$ cat config.mk
export PLATFORM = sky130hd
export DESIGN_NAME = epc_changeover
export DESIGN_NICKNAME = d
export VERILOG_FILES = /design/src/epc_pkg.sv /design/src/epc_sync.sv /design/src/epc_debounce.sv /design/src/epc_changeover.sv
export SDC_FILE = /design/constraint.sdc
export NUM_CORES = 1
export LEC_CHECK = 0
export ABC_AREA = 1
export BUFFER_PORTS_ARGS = -buffer_cell sky130_fd_sc_hd__buf_2
export CORE_MARGIN = 2
export CORE_UTILIZATION = 48
export CTS_CLUSTER_DIAMETER = 80
export CTS_CLUSTER_SIZE = 16
export DETAILED_ROUTE_END_ITERATION = 6
export GPL_ROUTABILITY_DRIVEN = 0
export PLACE_DENSITY = 0.74
export SYNTH_ARGS = -nofsm -noshare
export SYNTH_HDL_FRONTEND = slang
export SYNTH_HIERARCHICAL = 1
export SYNTH_SLANG_ARGS = --single-unit
$ cat constraint.sdc
create_clock -name clk_in -period 1.4 [get_ports clk_in]
set_clock_uncertainty 0.1 [all_clocks]
set_input_delay 0.14 -clock clk_in [delete_from_list [all_inputs] [get_ports clk_in]]
set_output_delay 0.14 -clock clk_in [all_outputs]
set_load 0.02 [all_outputs]
$ cat src/epc_pkg.sv
package epc_pkg;

  // Register byte offsets
  localparam logic [7:0] EPC_OFF_CTRL   = 8'h00;
  localparam logic [7:0] EPC_OFF_STATUS = 8'h04;
  localparam logic [7:0] EPC_OFF_IRQ_ST = 8'h08;
  localparam logic [7:0] EPC_OFF_IRQ_MK = 8'h0c;

  // Control field positions
  localparam int EPC_CTRL_HANDSHAKE = 0;
  localparam int EPC_CTRL_AIS_SEL   = 1;
  localparam int EPC_CTRL_ALLOW     = 2;

  // Reset values
  localparam logic [2:0] EPC_CTRL_RST = 3'h4;
  localparam logic [3:0] EPC_MASK_RST = 4'h0;

  // Interrupt bit positions
  localparam int EPC_IRQ_CHANGE = 0;
  localparam int EPC_IRQ_LOS    = 1;
  localparam int EPC_IRQ_AIS    = 2;
  localparam int EPC_IRQ_POWER  = 3;

  // Debounce time and cycles at 25 MHz
  localparam int EPC_CLK_HZ      = 25000000;
  localparam int EPC_DEBOUNCE_US = 10;
  localparam int EPC_DEBOUNCE_CYC = EPC_DEBOUNCE_US * (EPC_CLK_HZ / 1000000);

  // Power-up settle time before claiming service
  localparam int EPC_SETTLE_US  = 100;
  localparam int EPC_SETTLE_CYC = EPC_SETTLE_US * (EPC_CLK_HZ / 1000000);

  // AXI response codes
  localparam logic [1:0] EPC_RESP_OKAY   = 2'h0;
  localparam logic [1:0] EPC_RESP_SLVERR = 2'h2;

  // Role states, Gray along the usual path
  typedef enum logic [1:0] {
    EPC_ST_SETTLE  = 2'h0,
    EPC_ST_STANDBY = 2'h1,
    EPC_ST_SERVICE = 2'h3
  } epc_state_t;

  // Front panel lamps
  typedef struct packed {
    logic service;
    logic standby;
    logic data_loss;
    logic ais;
  } epc_leds_t;

  // Alarm contacts, high means closed
  typedef struct packed {
    logic power_ok;
    logic signal_ok;
  } epc_contacts_t;

endpackage

$ cat src/epc_sync.sv
`timescale 1ns/10ps
module epc_sync #(
  parameter int WIDTH = 4
) (
  // Clock and reset
  input  wire logic             clk_in,
  input  wire logic             rst_n_in,
  // Data
  input  wire logic [WIDTH-1:0] async_in,
  output logic      [WIDTH-1:0] sync_out
);

  logic [WIDTH-1:0] meta_reg;
  logic [WIDTH-1:0] sync_reg;

  // Two flip-flop synchroniser
  always_ff @(posedge clk_in or negedge rst_n_in) begin
    if (!rst_n_in) begin
      meta_reg <= '0;
      sync_reg <= '0;
    end else begin
      meta_reg <= async_in;
      sync_reg <= meta_reg;
    end
  end

  assign sync_out = sync_reg;

endmodule // epc_sync

$ cat src/epc_debounce.sv
`timescale 1ns/10ps
module epc_debounce
  import epc_pkg::*;
#(
  parameter int COUNT = EPC_DEBOUNCE_CYC
) (
  // Clock and reset
  input  wire logic clk_in,
  input  wire logic rst_n_in,
  // Synchronised level in, stable level and press pulse out
  input  wire logic level_in,
  output logic      level_out,
  output logic      rise_out
);

  localparam int CW = $clog2(COUNT + 1);

  initial begin
    if (COUNT < 1) $error("epc_debounce: COUNT must be at least 1");
  end

  logic [CW-1:0] cnt_reg;
  logic          stable_reg;
  logic          rise_reg;
  wire           differs = (level_in != stable_reg);
  wire           expired = (cnt_reg == CW'(COUNT - 1));

  // Accept a new level once it held for COUNT cycles
  always_ff @(posedge clk_in or negedge rst_n_in) begin
    if (!rst_n_in) begin
      cnt_reg    <= '0;
      stable_reg <= 1'b0;
      rise_reg   <= 1'b0;
    end else begin
      cnt_reg    <= (differs && !expired) ? cnt_reg + 1'b1 : '0;
      stable_reg <= (differs && expired) ? level_in : stable_reg;
      rise_reg   <= differs && expired && level_in;
    end
  end

  assign level_out = stable_reg;
  assign rise_out  = rise_reg;

endmodule // epc_debounce

$ cat src/epc_changeover.sv
// Function
// - Stand-alone: copy the single line input to all four outputs.
// - Without power, relays bypass line input directly to output 1.
// - Loss-of-power alarm plus general alarm on LOS or AIS; alarm opens contact.
// - Stand-alone: green service lamp on valid input, red lamps for data loss and AIS.
// - Stand-alone: standby lamp always dark.
// - Handshake: automatic input selection only while both toggles allow change.
// - Auto changeover on in-service LOS, and on AIS when option enabled.
// - Change-inhibit blocks automatic and manual changeover.
// - At power-up exactly one card becomes in-service, other standby.
// - Handshake: own alarm contacts and an external changeover request input.
// - Remote tally shows which card is in-service.
// - Handshake: service or standby lamp by role, plus data-loss and AIS lamps.
// - AIS changeover select enables AIS switching only in handshake mode.
`timescale 1ns/10ps
module epc_changeover
  import epc_pkg::*;
#(
  parameter int      DEBOUNCE_CYC = EPC_DEBOUNCE_CYC,
  parameter int      SETTLE_CYC   = EPC_SETTLE_CYC,
  parameter bit      SLOT_ONE     = 1'b1
) (
  // Clock and reset
  input  wire logic                clk_in,
  input  wire logic                rst_n_in,
  // Line data
  input  wire logic                line_in,
  input  wire logic                partner_line_in,
  output logic [3:0]               line_out,
  output logic                     bypass_relay_out,
  // Detectors and power monitor (asynchronous)
  input  wire logic                los_in,
  input  wire logic                ais_in,
  input  wire logic                power_good_in,
  // Panel and rear controls (asynchronous)
  input  wire logic                manual_press_in,
  input  wire logic                allow_toggle_in,
  input  wire logic                ext_request_n_in,
  input  wire logic                handshake_strap_in,
  input  wire logic [7:0]          user_dip_switch_bank_in,
  // Partner card handshake (asynchronous)
  input  wire logic                partner_service_in,
  input  wire logic                partner_allow_in,
  input  wire logic                partner_present_in,
  output logic                     service_claim_out,
  output logic                     allow_out,
  // Indicators and contacts
  output epc_leds_t                leds_out,
  output epc_contacts_t            contacts_out,
  output logic [1:0]               tally_n_out,
  output logic                     irq_out,
  // AXI4-Lite slave
  input  wire logic [7:0]          s_axi_awaddr,
  input  wire logic                s_axi_awvalid,
  output logic                     s_axi_awready,
  input  wire logic [31:0]         s_axi_wdata,
  input  wire logic [3:0]          s_axi_wstrb,
  input  wire logic                s_axi_wvalid,
  output logic                     s_axi_wready,
  output logic [1:0]               s_axi_bresp,
  output logic                     s_axi_bvalid,
  input  wire logic                s_axi_bready,
  input  wire logic [7:0]          s_axi_araddr,
  input  wire logic                s_axi_arvalid,
  output logic                     s_axi_arready,
  output logic [31:0]              s_axi_rdata,
  output logic [1:0]               s_axi_rresp,
  output logic                     s_axi_rvalid,
  input  wire logic                s_axi_rready
);

  initial begin
    if (SETTLE_CYC < 1) $error("epc_changeover: SETTLE_CYC must be at least 1");
  end

  localparam int SW = $clog2(SETTLE_CYC + 1);

  ////////////////////////////////////////////////////////////////////////////
  // Input synchronisation
  ////////////////////////////////////////////////////////////////////////////

  logic [10:0] raw_sync;
  logic [7:0]  dip_sync;
  logic        man_lvl, man_rise, ext_lvl, ext_rise;

  epc_sync #(.WIDTH(11)) u_sync_ctl (
    .clk_in   (clk_in),
    .rst_n_in (rst_n_in),
    .async_in ({los_in, ais_in, power_good_in, manual_press_in, allow_toggle_in,
                !ext_request_n_in, handshake_strap_in, partner_service_in,
                partner_allow_in, partner_present_in, 1'b0}),
    .sync_out (raw_sync)
  );

  epc_sync #(.WIDTH(8)) u_sync_dip (
    .clk_in   (clk_in),
    .rst_n_in (rst_n_in),
    .async_in (user_dip_switch_bank_in),
    .sync_out (dip_sync)
  );

  wire los_s      = raw_sync[10];
  wire ais_s      = raw_sync[9];
  wire pwr_s      = raw_sync[8];
  wire allow_s    = raw_sync[6];
  wire hs_strap_s = raw_sync[4];
  wire p_serv_s   = raw_sync[3];
  wire p_allow_s  = raw_sync[2];
  wire p_pres_s   = raw_sync[1];

  // Debounce manual press and grounded external request
  epc_debounce #(.COUNT(DEBOUNCE_CYC)) u_db_man (
    .clk_in    (clk_in),
    .rst_n_in  (rst_n_in),
    .level_in  (raw_sync[7]),
    .level_out (man_lvl),
    .rise_out  (man_rise)
  );

  epc_debounce #(.COUNT(DEBOUNCE_CYC)) u_db_ext (
    .clk_in    (clk_in),
    .rst_n_in  (rst_n_in),
    .level_in  (raw_sync[5]),
    .level_out (ext_lvl),
    .rise_out  (ext_rise)
  );

  ////////////////////////////////////////////////////////////////////////////
  // Control register and mode decode
  ////////////////////////////////////////////////////////////////////////////

  logic [2:0] ctrl_reg;
  logic [3:0] irq_st_reg, irq_mk_reg;

  // Handshake mode needs the strap, a partner card present and the handshake control bit
  wire handshake = hs_strap_s && p_pres_s && ctrl_reg[EPC_CTRL_HANDSHAKE];
  // AIS switching option: DIP switch or software, handshake only
  wire ais_sel   = dip_sync[3] || ctrl_reg[EPC_CTRL_AIS_SEL];
  wire both_allow = allow_s && p_allow_s && ctrl_reg[EPC_CTRL_ALLOW];
  wire fault     = los_s || (ais_sel && ais_s);
  wire manual_req = handshake && both_allow && (man_rise || ext_rise);

  ////////////////////////////////////////////////////////////////////////////
  // Role state machine
  ////////////////////////////////////////////////////////////////////////////

  epc_state_t    state_reg, state_next;
  logic [SW-1:0] settle_reg;
  wire           settled = (settle_reg == SW'(SETTLE_CYC));
  // Slot one wins power-up contention, slot two defers to a live partner
  wire           may_claim = !p_serv_s;

  // Next role
  always_comb begin
    state_next = state_reg;
    case (state_reg)
      EPC_ST_SETTLE: begin
        if (settled) begin
          state_next = (SLOT_ONE && may_claim) ? EPC_ST_SERVICE : EPC_ST_STANDBY;
        end
      end
      EPC_ST_STANDBY: begin
        // A request takes over and the partner yields; stand-alone serves unless the partner claims service
        if (manual_req || (may_claim && !handshake)) begin
          state_next = EPC_ST_SERVICE;
        end
      end
      EPC_ST_SERVICE: begin
        if (handshake && both_allow && fault && !ext_lvl && !man_lvl) begin
          state_next = EPC_ST_STANDBY;
        end else if (handshake && p_serv_s && !SLOT_ONE) begin
          state_next = EPC_ST_STANDBY;
        end
      end
      default: state_next = EPC_ST_SETTLE;
    endcase
  end

  // Role register and power-up settle counter
  always_ff @(posedge clk_in or negedge rst_n_in) begin
    if (!rst_n_in) begin
      state_reg  <= EPC_ST_SETTLE;
      settle_reg <= '0;
    end else begin
      state_reg  <= state_next;
      settle_reg <= settled ? settle_reg : settle_reg + 1'b1;
    end
  end

  wire in_service = (state_reg == EPC_ST_SERVICE);
  // Stand-alone always drives its own input; handshake only when main
  wire drive_own  = !handshake || in_service;
  // Tally pins, active low: own slot and the partner's slot
  wire tally_own  = !(handshake && in_service);
  wire tally_peer = !(handshake && p_serv_s);

  ////////////////////////////////////////////////////////////////////////////
  // Outputs
  ////////////////////////////////////////////////////////////////////////////

  epc_leds_t     leds_next;
  epc_contacts_t cont_next;
  logic          line_sel;

  assign line_sel  = drive_own ? line_in : partner_line_in;
  assign leds_next = '{service:   handshake ? in_service : !los_s,
                       standby:   handshake && !in_service,
                       data_loss: los_s,
                       ais:       ais_s};
  assign cont_next = '{power_ok: pwr_s, signal_ok: !(los_s || ais_s)};

  // Registered line, lamps, contacts, tally and handshake lines
  always_ff @(posedge clk_in or negedge rst_n_in) begin
    if (!rst_n_in) begin
      line_out          <= '0;
      bypass_relay_out  <= 1'b1;
      leds_out          <= '0;
      contacts_out      <= '0;
      tally_n_out       <= 2'h3;
      service_claim_out <= 1'b0;
      allow_out         <= 1'b0;
    end else begin
      line_out          <= {4{line_sel}};
      bypass_relay_out  <= !pwr_s;
      leds_out          <= leds_next;
      contacts_out      <= cont_next;
      tally_n_out       <= SLOT_ONE ? {tally_peer, tally_own} : {tally_own, tally_peer};
      service_claim_out <= handshake && in_service;
      allow_out         <= allow_s && ctrl_reg[EPC_CTRL_ALLOW];
    end
  end

  ////////////////////////////////////////////////////////////////////////////
  // Interrupt events
  ////////////////////////////////////////////////////////////////////////////

  logic [3:0] ev_prev_reg;
  wire  [3:0] ev_now  = {!pwr_s, ais_s, los_s, in_service};
  wire  [3:0] ev_edge = {ev_now[3:1] & ~ev_prev_reg[3:1], ev_now[0] ^ ev_prev_reg[0]};

  ////////////////////////////////////////////////////////////////////////////
  // AXI4-Lite slave
  ////////////////////////////////////////////////////////////////////////////

  logic       aw_got, w_got;
  logic [7:0] aw_reg;
  logic [31:0] w_reg;
  wire  wr_fire  = aw_got && w_got && !s_axi_bvalid;
  wire  wr_ctrl  = wr_fire && (aw_reg == EPC_OFF_CTRL) && w_reg[31];
  wire  wr_clr   = wr_fire && (aw_reg == EPC_OFF_IRQ_ST);
  wire  wr_mask  = wr_fire && (aw_reg == EPC_OFF_IRQ_MK);
  wire  wr_ok    = wr_ctrl || wr_clr || wr_mask || (aw_reg == EPC_OFF_CTRL);
  wire  rd_ok    = (s_axi_araddr == EPC_OFF_CTRL) || (s_axi_araddr == EPC_OFF_STATUS) ||
                   (s_axi_araddr == EPC_OFF_IRQ_ST) || (s_axi_araddr == EPC_OFF_IRQ_MK);
  wire  [31:0] status_word = {24'h0, dip_sync[3], handshake, both_allow, fault,
                              pwr_s, ais_s, los_s, in_service};
  wire  [31:0] rd_mux =
    (s_axi_araddr == EPC_OFF_CTRL)   ? {29'h0, ctrl_reg} :
    (s_axi_araddr == EPC_OFF_STATUS) ? status_word :
    (s_axi_araddr == EPC_OFF_IRQ_ST) ? {28'h0, irq_st_reg} :
    (s_axi_araddr == EPC_OFF_IRQ_MK) ? {28'h0, irq_mk_reg} : 32'h0;

  // Write channel capture and response
  always_ff @(posedge clk_in or negedge rst_n_in) begin
    if (!rst_n_in) begin
      aw_got <= 1'b0;
      w_got  <= 1'b0;
      aw_reg <= '0;
      w_reg  <= '0;
      s_axi_awready <= 1'b0;
      s_axi_wready  <= 1'b0;
      s_axi_bvalid  <= 1'b0;
      s_axi_bresp   <= EPC_RESP_OKAY;
    end else begin
      s_axi_awready <= !aw_got && !s_axi_awready && s_axi_awvalid;
      s_axi_wready  <= !w_got && !s_axi_wready && s_axi_wvalid;
      if (s_axi_awvalid && s_axi_awready) begin
        aw_got <= 1'b1;
        aw_reg <= s_axi_awaddr;
      end
      if (s_axi_wvalid && s_axi_wready) begin
        w_got <= 1'b1;
        w_reg <= {s_axi_wstrb[0], s_axi_wdata[30:0]};
      end
      if (wr_fire) begin
        aw_got       <= 1'b0;
        w_got        <= 1'b0;
        s_axi_bvalid <= 1'b1;
        s_axi_bresp  <= wr_ok ? EPC_RESP_OKAY : EPC_RESP_SLVERR;
      end else if (s_axi_bready) begin
        s_axi_bvalid <= 1'b0;
      end
    end
  end

  // Registers: control, mask, sticky status (set wins over clear)
  always_ff @(posedge clk_in or negedge rst_n_in) begin
    if (!rst_n_in) begin
      ctrl_reg    <= EPC_CTRL_RST;
      irq_mk_reg  <= EPC_MASK_RST;
      irq_st_reg  <= '0;
      ev_prev_reg <= 4'h8; // Power reads lost until the synchroniser fills
      irq_out     <= 1'b0;
    end else begin
      ev_prev_reg <= ev_now;
      if (wr_ctrl) ctrl_reg <= w_reg[2:0];
      if (wr_mask && w_reg[31]) irq_mk_reg <= w_reg[3:0];
      irq_st_reg  <= (irq_st_reg & ~((wr_clr && w_reg[31]) ? w_reg[3:0] : 4'h0)) | ev_edge;
      irq_out     <= |(irq_st_reg & irq_mk_reg);
    end
  end

  // Read channel
  always_ff @(posedge clk_in or negedge rst_n_in) begin
    if (!rst_n_in) begin
      s_axi_arready <= 1'b0;
      s_axi_rvalid  <= 1'b0;
      s_axi_rdata   <= '0;
      s_axi_rresp   <= EPC_RESP_OKAY;
    end else begin
      s_axi_arready <= !s_axi_arready && !s_axi_rvalid && s_axi_arvalid;
      if (s_axi_arvalid && s_axi_arready) begin
        s_axi_rvalid <= 1'b1;
        s_axi_rdata  <= rd_mux;
        s_axi_rresp  <= rd_ok ? EPC_RESP_OKAY : EPC_RESP_SLVERR;
      end else if (s_axi_rready) begin
        s_axi_rvalid <= 1'b0;
      end
    end
  end

endmodule // epc_changeover

==> impl_metrics.ini, run 1 <==
[worst_setup_path]
crit_required_ns = 1.56
reg2reg_depth = 5
cp_top_family = simple AND/OR/NAND/NOR gates
reg2reg_from = aw_reg[0]
crit_type = flip-flop to flip-flop
regToRegSetupSlack_ns = -0.07
crit_path_max_incr_delay_ns = 0.42
cp_max_fo = 3
crit_chain = or2_4 > nor2_1 > nand4_1 > o211ai_1 > nand2_1
regToRegEndpoint = s_axi_bresp[1]
cp_data_arrival_time_ns = 1.64
path_buf_inv = 0
critPathSlowestCell = dfrtp_1
cp-end-kind = flip-flop
crit_path_start_kind = flip-flop
startpoint = aw_reg[0]

[clock_network]
cts_sinks = 111
cts_tree = built
clkLatencyLatePin_ns = 0.37
numCtsBuffers = 9
h-tree-depth = 3
cts_root_buf = clkbuf_8
clk_pin_slew_worst_paths_ns = 0.11
cts_max_path_buffers = 2

[routing]
via_per_inst = 4.76
firstDrtPassIters = 4
drt_iter0_markers = 155
num_vias = 3693
antenna_left = 0
wirelength_um = 9980
wl_per_cell_um = 12.9
drc = 0

[grt]
grt_pass1_vias = 3679
grt_util_all_layers_pct = 18.3
overflow = 0
grt_max_degree = 33
grt_pass1_wl_um = 16300
antenna_found_initial = 0

[floorplan]
initial_utilization_pct = 49.4
pin_count = 136
die_area_mm2 = 0.0109
die_x_um = 104
core_region_area_mm2 = 0.00977
die_y_um = 104
rows = 36

[flow_run]
max_cap_violations = 0

[sta]
hold_violations = 0
slew_viol_final = 0
rsz0062_at_grt = true
postLayoutSetupSlackWorst_ns = -0.0745
setup_viol = 8
fin_tns_setup_ns = -0.347
period_minus_slack_ns = 1.47
fin_crit_sh_pct = 105
clock.fmax_mhz = 678

[place]
io_buffers = 71
dp_hpwl_um = 6700
dpl.cell_count = 716

[cells_and_area]
instances_no_fill = 776
largest_reg_flops = 12
area_delta_synth_final_pct = 25.5
nets = 723
layout-drive-gt1-share_pct = 24.9
fillerInstances = 805
diodes = 0

[synthesis]
syn_avg_cell_area_um2 = 9.61
synth_cells = 503
syn_area_mm2 = 0.00483
yosysWarnings = 6

[pwr]
peakVddDrop_mv = 0.982
p_per_area_mw_per_mm2 = 1210
p_leak_nw = 3.05

[outcome]
status = finished with violations
violations = setup timing

[worst_hold_path]
min_from = s_axi_araddr[1]
whs_path_depth = 3
hold_class = input pin to flip-flop
holdPathEnd = s_axi_rresp[1]
[worst reg2reg max path, stage by stage (launching register included)]
cell and delay [ns]:
dfrtp_1 0.42, or2_4 0.27, nor2_1 0.26, nand4_1 0.13, o211ai_1 0.13, nand2_1 0.07
[worst max path at each step]
stage,slack [ns],cells past startpoint,end
2_1_floorplan,0.06,6,ctrl_reg[0]
3_3_place_gp,0.001,6,settle_reg[0]
3_5_place_dp,-0.06,6,settle_reg[0]
4_1_cts,-0.02,6,ctrl_reg[0]
5_1_grt,-0.11,5,s_axi_bresp[1]
6_report,-0.07,5,s_axi_bresp[1]
[layout by cell type (no fill, tap or decap), drive strengths merged]
cell / n
a31oi: 1
buf: 97
clkinvlp: 1
mux2: 1
a21oi: 6
nor2: 53
xor2: 15
nand2: 130
dfstp: 4
o21bai: 2
clkinv: 3
bufinv: 1
o211ai: 4
conb: 26
nor3b: 3
nor3: 8
o21ai: 26
dfrtp: 107
nand3: 38
inv: 54
clkbuf: 10
nand4: 5
or2: 3
ha: 6
dlygate4sd3: 34
xnor2: 5
[final cells by class]
| cell class | count | area (um2) | area share (%) |
|---|---|---|---|
| well taps | 133 | 166 | 2.74 |
| repair buffers | 131 | 931 | 15.3 |
| inverters | 53 | 199 | 3.28 |
| flip-flops and latches | 111 | 2790 | 45.9 |
| clock buffers | 10 | 128 | 2.10 |
| multi-input cells | 332 | 1780 | 29.3 |
| clock inverters | 6 | 77.6 | 1.28 |
[metrics by stage]
step	util [%]	hold slack, ns	power [mW]	area, um2	worst slack, ns
2_1_floorplan	-	-0.256	4.76	4930	0.0599
5_1_grt	62.0	0.0275	7.73	6060	-0.107
4_1_cts	60.6	0.000375	7.25	5930	-0.0161
3_5_place_dp	55.0	-0.0357	5.19	5370	-0.0590
3_3_place_gp	55.0	-0.0371	5.13	5370	0.00118
6_report	62.0	0.0325	7.34	6060	-0.0745
[report_power, final]
part	switching, mW	internal, mW
Combinational	0.899	0.581
Clock	1.09	0.863
Sequential	0.312	3.59
[routing by layer]
metal  vias up  wire length (um)  track usage, %
met5         -                 0               0
met4         0               211            7.63
met3        18               501            2.51
met2       130              5180            32.4
met1      1750              4080            22.4
li1       1795                 -               -
[what timing repair did]
action / 4_1_cts / 5_1_grt
hold buffers: 34 / 0
endpoints found under the setup margin: 12 / 42
resized for setup: 2 / 21
cloned: 0 / 0
setup buffers: 0 / 10
pin swaps: 1 / 10
hold endpoints to repair: 139 / 0
Power figures use the tool's default switching activity.
==> run 2, diff against run 1 <==
--- a/config.mk
+++ b/config.mk
@@ -8,7 +8,7 @@
 export ABC_AREA = 1
 export BUFFER_PORTS_ARGS = -buffer_cell sky130_fd_sc_hd__buf_2
 export CORE_MARGIN = 2
-export CORE_UTILIZATION = 48
+export CORE_UTILIZATION = 47
 export CTS_CLUSTER_DIAMETER = 80
 export CTS_CLUSTER_SIZE = 16
 export DETAILED_ROUTE_END_ITERATION = 6
@@ -16,5 +16,4 @@
 export PLACE_DENSITY = 0.74
 export SYNTH_ARGS = -nofsm -noshare
 export SYNTH_HDL_FRONTEND = slang
-export SYNTH_HIERARCHICAL = 1
 export SYNTH_SLANG_ARGS = --single-unit
==> run 2 against run 1 <==
  * Largest power group unchanged
  * First-iteration DRC count decreased by 31%
  * Clock power down 9%
  * Critical endpoint is now ctrl_reg[1]
  * Area after synthesis down 1.3%
  * Register-to-register slack gained 0.04 ns
  * Highest routed layer unchanged
  * Final area is 1.3% higher
  * Power down 3.5%
  * The flow still finishes with violations (setup timing)
  * Largest cell class unchanged
==> impl_metrics.ini, run 2 <==
[floorplan]
die_area_mm2 = 0.0110
pin_count = 136
initial_utilization_pct = 48.6
die_y_um = 105
core_region_area_mm2 = 0.00982
rows = 36
die_x_um = 105

[grt]
antenna_found_initial = 0
grt_max_degree = 46
overflow = 0
grt_pass1_wl_um = 15300
grt_util_all_layers_pct = 17.1
grt_pass1_vias = 3503

[synthesis]
yosysMostFrequentCell = nand2_1
synth_area_leaders = dfrtp_1 56%, nand2_1 9.3%, buf_4 4.9%
synth_fa_ha_area_share_pct = 1.57
synth.distinct_cells = 36
synthSimpleGateAreaFrac_pct = 22.4
synth_compound_area_share_pct = 4.91
synth_cells = 502
synth_async_sr_flop_share_pct = 100
synthFlopType = dfrtp_1
synth_commonest_cells = 118 x nand2_1, 107 x dfrtp_1, 58 x inv_1, 46 x nor2_1, 31 x buf_4
synthMuxAreaShare_pct = 0.236
yosysTopAreaCell = dfrtp_1
synth_edf_count = 0
syn_avg_cell_area_um2 = 9.50
syn_area_mm2 = 0.00477
yosysSeqAreaShare_pct = 58.4
ys_ff_latch = 111
synth_top_family_by_area = simple AND/OR/NAND/NOR gates
yosysWarnings = 0
synth-xor-area-share_pct = 2.76
synth_top_cell_area_share_pct = 56.2

[outcome]
status = finished with violations
violations = setup timing

[worst_setup_path]
reg2reg_depth = 6
cp-end-kind = flip-flop
cp_max_fo = 6
crit_type = flip-flop to flip-flop
crit_path_start_kind = flip-flop
cp_data_arrival_time_ns = 1.59
reg2reg_from = aw_reg[1]
regToRegSetupSlack_ns = -0.04
regToRegEndpoint = ctrl_reg[1]
crit_required_ns = 1.56

[routing]
antenna_left = 0
drc = 0
num_vias = 3665
firstDrtPassIters = 4
wl_per_cell_um = 12.3
via_per_inst = 4.71
drt_iter0_markers = 107
wirelength_um = 9560

[sta]
rsz0062_at_grt = true
fin_crit_sh_pct = 103
setup_viol = 9
fin_tns_setup_ns = -0.172
hold_violations = 0
period_minus_slack_ns = 1.44
clock.fmax_mhz = 697
slew_viol_final = 0
postLayoutSetupSlackWorst_ns = -0.0357

[pwr]
p_per_area_mw_per_mm2 = 1150
peakVddDrop_mv = 0.842
p_leak_nw = 3.10
fin_total_pwr_mw = 7.08

[cells_and_area]
layout-drive-gt1-share_pct = 29.3
utilization_pct = 62.6
layout_commonest_cell = nand2_1
nets = 725
area_delta_synth_final_pct = 28.9
diodes = 0
final_cell_mix = 106 x nand2_1, 105 x dfrtp_1, 70 x buf_2, 53 x inv_1, 36 x nor2_1
fillerInstances = 802
largest_reg_flops = 12

[clock_network]
clk_pin_slew_worst_paths_ns = 0.10
clkLatencyLatePin_ns = 0.37
cts_tree = built
h-tree-depth = 3
cts_sinks = 111
numCtsBuffers = 9
cts_root_buf = clkbuf_8
cts_max_path_buffers = 2

[place]
io_buffers = 71
dp_hpwl_um = 6540

[flow_run]
max_cap_violations = 0

[worst_hold_path]
hold_class = input pin to async pin
## run 2: cell types whose count changed in the layout (fill, tap and decap cells not counted), sizes merged, moves of 6 or more
cell	before	now
nand2	130	121
nand3	38	28
inv	54	60
buf	97	104
nor3	8	16
## run 2: timing repair
action / CTS / global route
resized for setup: 4 / 62
pin swaps: 3 / 24
endpoints found under the hold margin: 137 / 0
setup buffers: 2 / 11
setup endpoints to repair: 13 / 38
hold buffers: 32 / 0
## run 2: worst max-delay path: stages, from the launching register on
cell and delay [ns]:
dfrtp_1 0.39, or2_4 0.28, or2_4 0.25, nor2_4 0.10
nand2_4 0.09, nand2_2 0.08, o21ai_2 0.05
## run 2: final cells by class
type,count,area (um2),area share (%)
multi-input cells,324,1840,29.9
flip-flops and latches,111,2790,45.3
clock buffers,12,155,2.52
clock inverters,4,27.5,0.448
well taps,133,166,2.71
repair buffers,136,957,15.6
inverters,58,218,3.54
## run 2: through the flow
stage / setup WS, ns / hold slack [ns] / instances / cell area, um2
2_1_floorplan: 0.0334 / -0.256 / 527 / 4860
3_3_place_gp: 0.0151 / -0.116 / 717 / 5300
3_5_place_dp: -0.0191 / -0.110 / 717 / 5300
4_1_cts: -0.0296 / 0.0218 / 767 / 5830
5_1_grt: -0.142 / 0.0307 / 778 / 6140
6_report: -0.0357 / 0.0438 / 778 / 6140
## run 2: report_power, final
group | internal [mW] | switching [mW] | total (mW)
clock network | 0.754 | 1.02 | 1.77
logic | 0.551 | 0.887 | 1.44
registers | 3.60 | 0.265 | 3.87
total | 4.91 | 2.17 | 7.08
## run 2: cell families after synthesis
group / after synthesis
other: 1
buffers and inverters: 92
muxes: 1
xor gates and xnor gates: 15
and+or+nand+nor: 235
adders and majority gates: 6
DFF: 111
AOI/OAI and AO/OA: 41
## run 2: routing by layer
layer,track usage [%],wire length (um),share of wire [%],vias up
li1,-,-,-,1806
met1,22.6,4230,44,1735
met2,28.2,4750,50,113
met3,3.99,450,4.7,11
met4,5.33,129,1.3,0
met5,0,0,0,-
## run 2: worst max-delay path by stage
stage | slack [ns] | cells past startpoint | start | endpoint
floorplan | 0.03 | 8 | settle_reg[0] | settle_reg[3]
global placement | 0.02 | 5 | aw_reg[1] | irq_mk_reg[2]
detailed placement | -0.02 | 6 | aw_reg[1] | ctrl_reg[0]
CTS | -0.03 | 6 | aw_reg[1] | ctrl_reg[1]
global route | -0.14 | 8 | settle_reg[1] | settle_reg[3]
finish | -0.04 | 6 | aw_reg[1] | ctrl_reg[1]
==> run 3, diff against run 2 <==
--- a/config.mk
+++ b/config.mk
@@ -17,3 +17,4 @@
 export SYNTH_ARGS = -nofsm -noshare
 export SYNTH_HDL_FRONTEND = slang
 export SYNTH_SLANG_ARGS = --single-unit
+export TNS_END_PERCENT = 1
==> run 3 against run 2 <==
  * The flow still finishes with violations (setup timing)
  * Die area did not move
  * Flip-flop and latch count unchanged
  * Register-to-register slack is essentially flat
  * Critical endpoint unchanged
  * Power is 0.96% lower
  * Fmax rose by 0.42%
  * Global-route usage is essentially flat
  * Combinational power shrank 3%
  * Non-clock buffer count is 9 lower
  * First-iteration DRC count increased by 13%
  * Sequential power barely moved
==> impl_metrics.ini, run 3 (same netlist as run 2, synthesis figures left out) <==
[routing]
wirelength_um = 9010
antenna_left = 0
firstDrtPassIters = 4
via_per_inst = 4.64
drc = 0
drt_iter0_markers = 121
wl_per_cell_um = 11.7
num_vias = 3570

[cells_and_area]
layout_commonest_cell = nand2_1
diodes = 0
utilization_pct = 60.2
area_delta_synth_final_pct = 24.0
final_cell_mix = 112 x nand2_1, 106 x dfrtp_1, 70 x buf_2, 56 x inv_1, 40 x nor2_1
largest_reg_flops = 12
fillerInstances = 841
layout-drive-gt1-share_pct = 23.9
instances_no_fill = 769
nets = 716

[worst_setup_path]
reg2reg_depth = 6
crit_required_ns = 1.55
cp.depth = 6
crit_chain = or2_4 > or2_4 > nor2_4 > nand2_4 > nand2_2 > o21ai_2
crit_type = flip-flop to flip-flop
path_common_cell = or2_4
cp_max_fo = 6
path_buf_inv = 0
critPathSlowestCell = dfrtp_1
cp_data_arrival_time_ns = 1.58
cp-end-kind = flip-flop
crit_path_max_incr_delay_ns = 0.39
cp_top_family = simple AND/OR/NAND/NOR gates
crit_path_start_kind = flip-flop

[worst_hold_path]
hold_class = input pin to async pin

[pwr]
p_leak_nw = 3.04
p_per_area_mw_per_mm2 = 1190
peakVddDrop_mv = 0.844

[grt]
grt_pass1_wl_um = 15300
grt_util_all_layers_pct = 17.1
overflow = 0
grt_max_degree = 46
grt_pass1_vias = 3499
antenna_found_initial = 0

[clock_network]
cts_max_path_buffers = 2
clkLatencyLatePin_ns = 0.36
cts_root_buf = clkbuf_8
clk_pin_slew_worst_paths_ns = 0.10
h-tree-depth = 3
cts_sinks = 111
numCtsBuffers = 9
cts_tree = built

[place]
dp_hpwl_um = 6540
dpl.cell_count = 717
io_buffers = 71
place_ws_ns = -0.0191

[flow_run]
max_cap_violations = 0

[sta]
hold_violations = 0
clock.fmax_mhz = 699
postLayoutSetupSlackWorst_ns = -0.0297
holdWs_ns = 0.0469
setup_viol = 4
period_minus_slack_ns = 1.43
rsz0062_at_grt = true
fin_tns_setup_ns = -0.0689
slew_viol_final = 0
fin_crit_sh_pct = 102

[floorplan]
initial_utilization_pct = 48.6
die_area_mm2 = 0.0110
die_y_um = 105
die_x_um = 105
core_region_area_mm2 = 0.00982
rows = 36
pin_count = 136

[outcome]
violations = setup timing
status = finished with violations
## run 3: changes by cell type in the layout (fill, tap and decap cells not counted), moves of 4 or more
| cell | delta |
|---|---|
| nand2_1 | +6 |
| buf_4 | -5 |
| buf_6 | -4 |
| ha_1 | +4 |
| ha_4 | -4 |
| nand2_2 | -4 |
| nand3_1 | +4 |
| nor2_1 | +4 |
| nor3_1 | +4 |
| nor3_2 | -4 |
## run 3: path summary, 6_finish.rpt
check / start / endpoint / slack (ns)
worst max-delay path: aw_reg[1] / ctrl_reg[1] / -0.03
min in group clk_in: s_axi_araddr[2] / s_axi_rdata[5] / 0.05
worst min-delay path: rst_n_in / w_reg[3] / 0.05
max in group asynchronous: rst_n_in / u_db_ext.cnt_reg[4] / 0.59
worst min register to register: u_sync_ctl.meta_reg[3] / u_sync_ctl.sync_out[3] / 0.25
worst max register to register: aw_reg[1] / ctrl_reg[1] / -0.03
## run 3: through the flow
step,instance area [um2],total power [mW]
after floorplan,4860,4.75
after global placement,5300,5.09
after detailed placement,5300,5.16
after CTS,5820,7.04
after global routing,5910,7.41
final,5910,7.01
## run 3: layer usage
metal  GRT usage, %  share of wire (%)
met1           22.6                 45
met2           28.2                 48
met3           3.99                5.5
met4           5.33                1.3
met5              0                  0
## run 3: report_power, final
group | switching, mW | internal, mW | total (mW)
Combinational | 0.871 | 0.521 | 1.39
Sequential | 0.252 | 3.60 | 3.85
Clock | 1.01 | 0.754 | 1.77
## run 3: what timing repair did
| item | 4_1_cts | 5_1_grt |
|---|---|---|
| gates resized for setup | 3 | 20 |
| pin swaps | 1 | 6 |
| setup endpoints to repair | 13 | 40 |
| hold buffers | 32 | 0 |
| endpoints found under the hold margin | 137 | 0 |
| buffers inserted | 1 | 3 |
## run 3: final cells by class
| type | count | area (um2) | share of cell area, % |
|---|---|---|---|
| Clock buffer | 12 | 155 | 2.62 |
| Clock inverter | 4 | 27.5 | 0.466 |
| Inverter | 58 | 218 | 3.68 |
| Multi-Input combinational cell | 324 | 1690 | 28.5 |
| Sequential cell | 111 | 2780 | 47.1 |
| Tap cell | 133 | 166 | 2.82 |
| Timing Repair Buffer | 127 | 875 | 14.8 |
